<file path="config.mk">
export PLATFORM = sky130hd
export DESIGN_NAME = txf_config_regs
export DESIGN_NICKNAME = d
export VERILOG_FILES = /design/src/txf_pkg.sv /design/src/txf_ctrl_if.sv /design/src/txf_tx_ctrl.sv /design/src/txf_config_regs.sv
export VERILOG_INCLUDE_DIRS = /design/src
export SDC_FILE = /design/constraint.sdc
export NUM_CORES = 1
export LEC_CHECK = 0
export BUFFER_PORTS_ARGS = -buffer_cell sky130_fd_sc_hd__buf_2
export CORE_AREA = 5 5 71 73
export DETAILED_ROUTE_END_ITERATION = 12
export DIE_AREA = 0 0 76 78
export PLACE_DENSITY_LB_ADDON = 0.2
export SLEW_MARGIN = 0
export SYNTH_ARGS = -nofsm -noshare
export SYNTH_HDL_FRONTEND = slang
export SYNTH_SLANG_ARGS = --single-unit
</file>
<file path="constraint.sdc">
create_clock -name ref_clk_in -period 4 [get_ports ref_clk_in]
set_clock_uncertainty 0.1 [all_clocks]
set_input_delay 0.4 -clock ref_clk_in [delete_from_list [all_inputs] [get_ports ref_clk_in]]
set_output_delay 0.4 -clock ref_clk_in [all_outputs]
set_load 0.01 [all_outputs]
</file>
<file path="src/txf_defs.svh">
/*
 * offsets, field positions, reset values and timing figures of the
 * transmit frontend configuration bank.
 * assumes: included by bare name from every file that needs a figure.
 */
`ifndef TXF_DEFS_SVH
`define TXF_DEFS_SVH

////////////////////////////////////////////////////////////////////////////
// register addresses on the control port
`define TXF_ADDR_W 14
`define TXF_OFF_IQIFC0 14'h000a
`define TXF_OFF_FILT_RAMP 14'h0112
`define TXF_OFF_DFE 14'h0113
`define TXF_OFF_PA_CTRL 14'h0114
`define TXF_OFF_AUX 14'h0101

////////////////////////////////////////////////////////////////////////////
// field positions: msb, lsb
`define TXF_RAMP_MSB 7
`define TXF_RAMP_LSB 6
`define TXF_LPF_MSB 3
`define TXF_LPF_LSB 0
`define TXF_TX_REL_CUTOFF_SEL_MSB 7
`define TXF_TX_REL_CUTOFF_SEL_LSB 5
`define TXF_DM_BIT 4
`define TXF_SR_MSB 3
`define TXF_SR_LSB 0
`define TXF_BIAS_MSB 6
`define TXF_BIAS_LSB 5
`define TXF_PWR_MSB 4
`define TXF_PWR_LSB 0
`define TXF_PA_SUPPLY_VOLTAGE_SEL_MSB 1
`define TXF_PA_SUPPLY_VOLTAGE_SEL_LSB 0
`define TXF_IQ_RO_BIT 6
`define TXF_EEC_BIT 0

////////////////////////////////////////////////////////////////////////////
// reset values of whole registers and of the read/write masks
`define TXF_RST_IQIFC0 8'h14
`define TXF_RST_FILT_RAMP 8'h08
`define TXF_RST_DFE 8'h01
`define TXF_RST_PA_CTRL 8'h7f
`define TXF_RST_AUX 8'h02
`define TXF_MASK_IQIFC0_RW 8'hbf
`define TXF_MASK_FILT_RAMP 8'hcf
`define TXF_MASK_DFE 8'hff
`define TXF_MASK_PA_CTRL 8'h7f
`define TXF_MASK_AUX 8'h03

////////////////////////////////////////////////////////////////////////////
// sample-rate codes that the frontend knows; anything else falls back
`define TXF_SR_DEFAULT 4'h1
`define TXF_SR_VALID_SET 16'h057e

////////////////////////////////////////////////////////////////////////////
// pa ramp times in microseconds and the clock rate in MHz
`define TXF_CLK_MHZ 100
`define TXF_RAMP_US_0 4
`define TXF_RAMP_US_1 8
`define TXF_RAMP_US_2 16
`define TXF_RAMP_US_3 32
`define TXF_RAMP_CYC(us) ((us) * `TXF_CLK_MHZ)

`endif

</file>
<file path="src/txf_pkg.sv">
/*
 * types shared by the transmit frontend configuration bank.
 * assumes: nothing beyond the defs header.
 */
package txf_pkg;

  // transmit control state
  typedef enum logic [0:0] {
    TXF_ST_IDLE,
    TXF_ST_TX
  } txf_tx_state_t;

  // eight-bit register word
  typedef logic [7:0] txf_byte_t;

endpackage : txf_pkg

</file>
<file path="src/txf_ctrl_if.sv">
/*
 * carrier between the register bank and its transmit start/stop control.
 * assumes: both ends on ref_clk_in.
 */
interface txf_ctrl_if;
  logic embedded_tx_ctrl_en; // embedded control selected
  logic cmd_tx_start;        // port command: start transmit
  logic cmd_tx_prepare;      // port command: back to prepare state
  logic iq_ctrl_bit;         // lsb of in-phase sample word
  logic iq_valid;            // sample word strobe
  logic tx_prepare_state;    // transceiver sits in prepare state
  logic tx_active;           // transmit running

  modport regs (output embedded_tx_ctrl_en, output cmd_tx_start, output cmd_tx_prepare,
                output iq_ctrl_bit, output iq_valid, output tx_prepare_state,
                input tx_active);
  modport ctrl (input embedded_tx_ctrl_en, input cmd_tx_start, input cmd_tx_prepare,
                input iq_ctrl_bit, input iq_valid, input tx_prepare_state,
                output tx_active);
endinterface : txf_ctrl_if

</file>
<file path="src/txf_tx_ctrl.sv">
/*
 * transmit start/stop control: port commands or embedded i/q bit.
 * assumes: all inputs on ref_clk_in, synchronous active-high reset.
 */
`include "txf_defs.svh"

module txf_tx_ctrl (
  input wire logic ref_clk_in,
  input wire logic srst_in,
  txf_ctrl_if.ctrl ctl
);

  txf_pkg::txf_tx_state_t state_q; // idle or transmitting

  ////////////////////////////////////////////////////////////////////////////
  // start/stop sequencing
  always_ff @(posedge ref_clk_in) begin
    if (srst_in) begin
      state_q <= txf_pkg::TXF_ST_IDLE;
    end else begin
      case (state_q)
        txf_pkg::TXF_ST_IDLE: begin
          // start only from the prepare state
          if (ctl.tx_prepare_state) begin
            if (ctl.embedded_tx_ctrl_en) begin
              // port start command ignored here
              if (ctl.iq_valid && ctl.iq_ctrl_bit) begin
                state_q <= txf_pkg::TXF_ST_TX;
              end
            end else if (ctl.cmd_tx_start) begin
              state_q <= txf_pkg::TXF_ST_TX;
            end
          end
        end
        txf_pkg::TXF_ST_TX: begin
          if (ctl.embedded_tx_ctrl_en) begin
            // stop on a sample with the control bit clear
            if (ctl.iq_valid && !ctl.iq_ctrl_bit) begin
              state_q <= txf_pkg::TXF_ST_IDLE;
            end
          end else if (ctl.cmd_tx_prepare) begin
            state_q <= txf_pkg::TXF_ST_IDLE;
          end
        end
        default: begin
          state_q <= txf_pkg::TXF_ST_IDLE;
        end
      endcase
    end
  end

  // registered state drives the flag directly
  assign ctl.tx_active = (state_q == txf_pkg::TXF_ST_TX);

endmodule : txf_tx_ctrl

</file>
<file path="src/txf_config_regs.sv">
/*
 * transmit frontend configuration bank: filter, ramp, digital frontend,
 * pa control, pa supply and i/q interface configuration, plus the
 * transmit start/stop control that the embedded-control bit selects.
 * assumes: host reaches the bank through a word port already decoded
 * from the serial control interface on ref_clk_in; i/q sample strobe
 * and prepare-state level also come from ref_clk_in logic.
 */
`include "txf_defs.svh"

module txf_config_regs (
  input wire logic ref_clk_in,
  input wire logic srst_in,
  // register port
  input wire logic [`TXF_ADDR_W-1:0] reg_addr_in,
  input wire logic reg_wr_in,
  input wire logic [7:0] reg_wdata_in,
  input wire logic reg_rd_in,
  output logic [7:0] reg_rdata_out,
  output logic reg_rvalid_out,
  // transmit commands and stream
  input wire logic cmd_tx_start_in,
  input wire logic cmd_tx_prepare_in,
  input wire logic tx_prepare_state_in,
  input wire logic iq_ctrl_bit_in,
  input wire logic iq_valid_in,
  input wire logic iq_status_flag_in,
  output logic tx_active_out,
  // decoded configuration
  output logic [1:0] pa_ramp_time_sel_out,
  output logic [15:0] pa_ramp_cycles_out,
  output logic [3:0] tx_lpf_cutoff_sel_out,
  output logic [2:0] tx_rel_cutoff_sel_out,
  output logic direct_mod_enable_out,
  output logic [3:0] tx_sample_rate_sel_out,
  output logic [1:0] pa_bias_current_sel_out,
  output logic [4:0] tx_power_level_out,
  output logic [1:0] pa_supply_voltage_sel_out,
  output logic [7:0] iq_interface_config0_out,
  output logic embedded_tx_ctrl_en_out
);

  ////////////////////////////////////////////////////////////////////////////
  // storage
  txf_pkg::txf_byte_t iq_interface_config0_q; // rw bits only, bit 6 held zero
  txf_pkg::txf_byte_t tx_filter_ramp_ctrl_q;  // ramp and lpf fields
  txf_pkg::txf_byte_t tx_digital_frontend_cfg_q; // tx_rel_cutoff_sel, dm, sample rate
  txf_pkg::txf_byte_t pa_control_q;           // bias and power
  txf_pkg::txf_byte_t aux_settings_q;         // pa supply
  txf_pkg::txf_byte_t rdata_q;                // read data hold
  logic rvalid_q;                              // read answer strobe
  txf_pkg::txf_byte_t rdata_d;                // selected read word
  logic [3:0] sr_eff;                          // sample rate after fallback
  logic [15:0] sr_valid_set;                   // one bit per defined sample-rate code
  logic [15:0] ramp_cyc;                       // ramp length in clocks

  // address hits, one per register
  logic hit_iq;
  logic hit_filt;
  logic hit_dfe;
  logic hit_pa;
  logic hit_aux;

  assign hit_iq = (reg_addr_in == `TXF_OFF_IQIFC0);
  assign hit_filt = (reg_addr_in == `TXF_OFF_FILT_RAMP);
  assign hit_dfe = (reg_addr_in == `TXF_OFF_DFE);
  assign hit_pa = (reg_addr_in == `TXF_OFF_PA_CTRL);
  assign hit_aux = (reg_addr_in == `TXF_OFF_AUX);

  ////////////////////////////////////////////////////////////////////////////
  // i/q interface configuration register
  // bit 6 is never stored; it reads the live status flag instead
  always_ff @(posedge ref_clk_in) begin
    if (srst_in) begin
      iq_interface_config0_q <= `TXF_RST_IQIFC0;
    end else if (reg_wr_in && hit_iq) begin
      iq_interface_config0_q <= reg_wdata_in & `TXF_MASK_IQIFC0_RW;
    end
  end

  ////////////////////////////////////////////////////////////////////////////
  // filter cutoff and pa ramp register
  // bits 5:4 carry no field, so the mask keeps them at zero
  always_ff @(posedge ref_clk_in) begin
    if (srst_in) begin
      tx_filter_ramp_ctrl_q <= `TXF_RST_FILT_RAMP;
    end else if (reg_wr_in && hit_filt) begin
      tx_filter_ramp_ctrl_q <= reg_wdata_in & `TXF_MASK_FILT_RAMP;
    end
  end

  ////////////////////////////////////////////////////////////////////////////
  // digital frontend register
  // raw sample-rate code is kept so software reads back what it wrote
  always_ff @(posedge ref_clk_in) begin
    if (srst_in) begin
      tx_digital_frontend_cfg_q <= `TXF_RST_DFE;
    end else if (reg_wr_in && hit_dfe) begin
      tx_digital_frontend_cfg_q <= reg_wdata_in & `TXF_MASK_DFE;
    end
  end

  ////////////////////////////////////////////////////////////////////////////
  // pa control register
  // power code resets to full power, matching the unreduced bias default
  always_ff @(posedge ref_clk_in) begin
    if (srst_in) begin
      pa_control_q <= `TXF_RST_PA_CTRL;
    end else if (reg_wr_in && hit_pa) begin
      pa_control_q <= reg_wdata_in & `TXF_MASK_PA_CTRL;
    end
  end

  ////////////////////////////////////////////////////////////////////////////
  // auxiliary settings register
  // code 3 of the supply field is stored as written; no level defined
  always_ff @(posedge ref_clk_in) begin
    if (srst_in) begin
      aux_settings_q <= `TXF_RST_AUX;
    end else if (reg_wr_in && hit_aux) begin
      aux_settings_q <= reg_wdata_in & `TXF_MASK_AUX;
    end
  end

  ////////////////////////////////////////////////////////////////////////////
  // read word select; unmapped addresses answer zero
  always_comb begin
    rdata_d = 8'h00;
    if (hit_iq) begin
      rdata_d = iq_interface_config0_q;
      rdata_d[`TXF_IQ_RO_BIT] = iq_status_flag_in;
    end else if (hit_filt) begin
      rdata_d = tx_filter_ramp_ctrl_q;
    end else if (hit_dfe) begin
      rdata_d = tx_digital_frontend_cfg_q;
    end else if (hit_pa) begin
      rdata_d = pa_control_q;
    end else if (hit_aux) begin
      rdata_d = aux_settings_q;
    end
  end

  // read answer one clock after the request
  always_ff @(posedge ref_clk_in) begin
    if (srst_in) begin
      rdata_q <= 8'h00;
      rvalid_q <= 1'b0;
    end else begin
      rvalid_q <= reg_rd_in;
      if (reg_rd_in) begin
        rdata_q <= rdata_d;
      end
    end
  end

  assign reg_rdata_out = rdata_q;
  assign reg_rvalid_out = rvalid_q;

  ////////////////////////////////////////////////////////////////////////////
  // a literal cannot be bit-selected, so the code set lives in a vector
  assign sr_valid_set = `TXF_SR_VALID_SET;

  // sample-rate fallback: the frontend never sees an undefined code
  always_comb begin
    sr_eff = tx_digital_frontend_cfg_q[`TXF_SR_MSB:`TXF_SR_LSB];
    if (!sr_valid_set[sr_eff]) begin
      sr_eff = `TXF_SR_DEFAULT;
    end
  end

  // ramp length in clocks for the selected ramp code
  always_comb begin
    ramp_cyc = 16'(`TXF_RAMP_CYC(`TXF_RAMP_US_0));
    case (tx_filter_ramp_ctrl_q[`TXF_RAMP_MSB:`TXF_RAMP_LSB])
      2'h1: ramp_cyc = 16'(`TXF_RAMP_CYC(`TXF_RAMP_US_1));
      2'h2: ramp_cyc = 16'(`TXF_RAMP_CYC(`TXF_RAMP_US_2));
      2'h3: ramp_cyc = 16'(`TXF_RAMP_CYC(`TXF_RAMP_US_3));
      default: ramp_cyc = 16'(`TXF_RAMP_CYC(`TXF_RAMP_US_0));
    endcase
  end

  ////////////////////////////////////////////////////////////////////////////
  // decoded outputs straight from the stored fields, except sample rate (after fallback) and ramp length in clocks
  assign pa_ramp_time_sel_out = tx_filter_ramp_ctrl_q[`TXF_RAMP_MSB:`TXF_RAMP_LSB];
  assign pa_ramp_cycles_out = ramp_cyc;
  assign tx_lpf_cutoff_sel_out = tx_filter_ramp_ctrl_q[`TXF_LPF_MSB:`TXF_LPF_LSB];
  assign tx_rel_cutoff_sel_out = tx_digital_frontend_cfg_q[`TXF_TX_REL_CUTOFF_SEL_MSB:`TXF_TX_REL_CUTOFF_SEL_LSB];
  assign direct_mod_enable_out = tx_digital_frontend_cfg_q[`TXF_DM_BIT];
  assign tx_sample_rate_sel_out = sr_eff;
  assign pa_bias_current_sel_out = pa_control_q[`TXF_BIAS_MSB:`TXF_BIAS_LSB];
  assign tx_power_level_out = pa_control_q[`TXF_PWR_MSB:`TXF_PWR_LSB];
  assign pa_supply_voltage_sel_out = aux_settings_q[`TXF_PA_SUPPLY_VOLTAGE_SEL_MSB:`TXF_PA_SUPPLY_VOLTAGE_SEL_LSB];
  assign iq_interface_config0_out = iq_interface_config0_q;
  assign embedded_tx_ctrl_en_out = iq_interface_config0_q[`TXF_EEC_BIT];

  ////////////////////////////////////////////////////////////////////////////
  // transmit start/stop control
  // direct modulation legality (modulation, chip rate) is left to software
  txf_ctrl_if ctl_if ();

  assign ctl_if.embedded_tx_ctrl_en = iq_interface_config0_q[`TXF_EEC_BIT];
  assign ctl_if.cmd_tx_start = cmd_tx_start_in;
  assign ctl_if.cmd_tx_prepare = cmd_tx_prepare_in;
  assign ctl_if.iq_ctrl_bit = iq_ctrl_bit_in;
  assign ctl_if.iq_valid = iq_valid_in;
  assign ctl_if.tx_prepare_state = tx_prepare_state_in;
  assign tx_active_out = ctl_if.tx_active;

  txf_tx_ctrl u_tx_ctrl (
    .ref_clk_in(ref_clk_in),
    .srst_in(srst_in),
    .ctl(ctl_if.ctrl)
  );

endmodule : txf_config_regs

</file>
==> flow_summary.ini <==
[status]
outcome = completed

[logic_synthesis]
synth_edf_count = 0
yosysWarnings = 0
syn_avg_cell_area_um2 = 8.476
yosysUniqueCellTypes = 51
syn-cell-area_um2 = 2178
syn_inst = 257
synth_top_area_cell = dfxtp_1
synth_seq_cells = 41
seq_area_frac_synth_pct = 37.68
synth_top_cell_area_share_pct = 37.68
synth_area_leaders = dfxtp_1, nand2_1, a21oi_1
synth-main-ff-cell = dfxtp_1
synth-async-reset-ratio_pct = 0

[flow_run]
drv_cap = 0

[clocking]
clk_pin_slew_worst_paths_ns = 0.08
tritoncts = done
htreeDepth = 2
worstSkewPairLatency_ns = 0.29
holdBufCountCts = 0
postCtsSetupRepairBufs = 0
cts_num_sinks = 41
cts_inserted_buffers = 5
postCtsResizedCells = 0
clockRootBuffer = clkbuf_8
cts_buffer_depth = 2

[drt]
vias_per_cell = 5.536
routedWlPerCell_um = 15.15
drtIter0Drc = 194
antenna_left = 0
vias = 2076
drt-pass1-iter-count = 4
route.detailed.drc = 0
drt-total-wl_um = 5683

[pwr]
irDropWorstVdd_mv = 0.1610
finalPower_uw = 762.2
leakage_nw = 1.118
p_per_area_nw_per_um2 = 296.7

[critical_path]
reg2reg_depth = 4
reg2reg_from = tx_digital_frontend_cfg_q[0]$_SDFFE_PP1N_
startpoint_type = input port
path_buf_inv = 1
required_ns = 4.08
max_stage_delay_ns = 0.68
arrival_ns = 2.20
crit_family = simple AND/OR/NAND/NOR gates
endpoint_kind = register
crit_chain = buf_2 > nor4_4 > and4_1 > nand2_2 > a211o_1
crit_slowest_cell = and4_1
cp_max_fo = 17
rrSetupSlack_ns = 2.51
worstSetupPathType = in2reg

[min_path]
holdCritStartpoint = reg_wdata_in[4]
min_path_cells = 3
min_to = tx_digital_frontend_cfg_q[4]$_SDFFE_PP0N_
hp-class = in2reg

[place]
placed_cells_incl_taps = 368
dp_hpwl_um = 4229
globalplace.congestion = 0.8354
portBuffers = 80

[global_routing]
grt_pass1_vias = 1992
grt_overflow_total = 0
antenna_found_initial = 0
grt_max_degree = 46
track_usage_pct = 19.65
grt_pass1_wl_um = 9708

[floorplanning]
rows = 24
die_h_um = 78
start_util_pct = 50.73
num_io_pins = 90
die_w_um = 76
core_um2 = 4294
dieArea_um2 = 5928

[cells_and_area]
layout.nets = 359
multi_input_area_um2 = 1166
area_growth_pct = 17.92
nFillCells = 422
layout_common_cells = buf_2, dfxtp_1, nand2_1
regArea_um2 = 820.8
diodes = 0
instances_no_fill = 375
final_common_cell = buf_2
drive_above_1_share_pct = 30.65

[sta]
rsz0062_at_grt = false
slew_headroom_pct = 50.48
setup_viol = 0
fin_crit_ns = 2.119
fmax_mhz = 471.9
post-route-period-util_pct = 52.97
timing.setup.tns_ns = 0
tightest_slew_ns = 0.7428
hold_viol = 0
drv_slew = 0
-- through the flow --
step | setup WS, ns | utilization [%] | hold WS (ns) | cell area [um2]
after floorplan | 2.156 | - | 0.3446 | 2208
after global placement | 1.609 | 57.72 | 0.3613 | 2479
after detailed placement | 1.550 | 57.72 | 0.3625 | 2479
after CTS | 1.870 | 59.82 | 0.2555 | 2569
after global routing | 1.642 | 59.82 | 0.2808 | 2569
final | 1.881 | 59.82 | 0.2610 | 2569
-- layer usage --
metal	wire length (um)	vias up	track usage, %
met3	477	7	4.514
met2	2721	86	32.45
met5	0	-	0
met1	2399	962	24.49
met4	85	0	8.363
li1	-	1021	-
-- synth_stat cells, types with 3 or more instances --
cell type  instances
nand2_1           34
nand3b_1           8
a31oi_1            3
nor3_1             3
nor3b_1            3
nand2b_1           7
buf_6              3
nand3_1           18
nor2_1            16
a21oi_1           25
mux2i_1            3
inv_1              7
ha_1               4
a211oi_1           5
buf_4             13
and2_1             4
and4_1             4
clkbuf_1           8
and3_1             4
a211o_1            4
buf_2              3
dfxtp_1           41
-- registers in the layout, indices dropped and copies added (netlist names), named ones only --
signal and count:
reg_rdata_out 8, aux_settings_q 2, u_tx_ctrl.ctl.tx_active 1, pa_control_q 7, iq_interface_config0_out 7, tx_digital_frontend_cfg_q 8, reg_rvalid_out 1, tx_filter_ramp_ctrl_q 6
-- kinds of logic after synthesis --
logic type	after synthesis	share of synthesized area, %
multiplexers	3	1.379
AND/OR/NAND/NOR	120	31.82
buffers and inverters	36	10.17
flip-flops	41	37.68
other	1	0.1721
adder cells (fa/ha/maj)	4	2.298
AO/OA/AOI/OAI	52	16.49
-- how the worst max path moves through the flow --
stage | endpoint | start | depth (start not counted) | slack, ns
3_3_place_gp | iq_interface_config0_out[2]$_SDFFE_PP1P_ | reg_addr_in[9] | 5 | 1.61
2_1_floorplan | tx_filter_ramp_ctrl_q[3]$_SDFFE_PP1P_ | reg_addr_in[13] | 5 | 2.16
4_1_cts | iq_interface_config0_out[2]$_SDFFE_PP1P_ | reg_addr_in[13] | 5 | 1.87
5_1_grt | iq_interface_config0_out[2]$_SDFFE_PP1P_ | reg_addr_in[13] | 5 | 1.64
3_5_place_dp | iq_interface_config0_out[4]$_SDFFE_PP1P_ | reg_addr_in[13] | 5 | 1.55
6_report | iq_interface_config0_out[2]$_SDFFE_PP1P_ | reg_addr_in[9] | 5 | 1.88
-- final cells by class --
type | count | share of cell area, %
multi-input cells | 188 | 45.40
flip-flops and latches | 41 | 31.95
repair buffers | 80 | 15.59
clock buffers | 6 | 3.215
well taps | 52 | 2.533
inverters | 7 | 1.023
clock inverters | 1 | 0.2923
-- power by group --
group	switching (mW)	leakage, nW	internal (mW)
clock	0.142	0.0433	0.136
sequential	0.00229	0.332	0.412
combinational	0.0431	0.743	0.0263
total	0.187	1.12	0.575
-- worst min-delay path, stage by stage --
cell and delay (ns):
buf_2 0.11, nand2_1 0.05, a21oi_1 0.05
No activity file was read; power rests on OpenSTA's default activity.
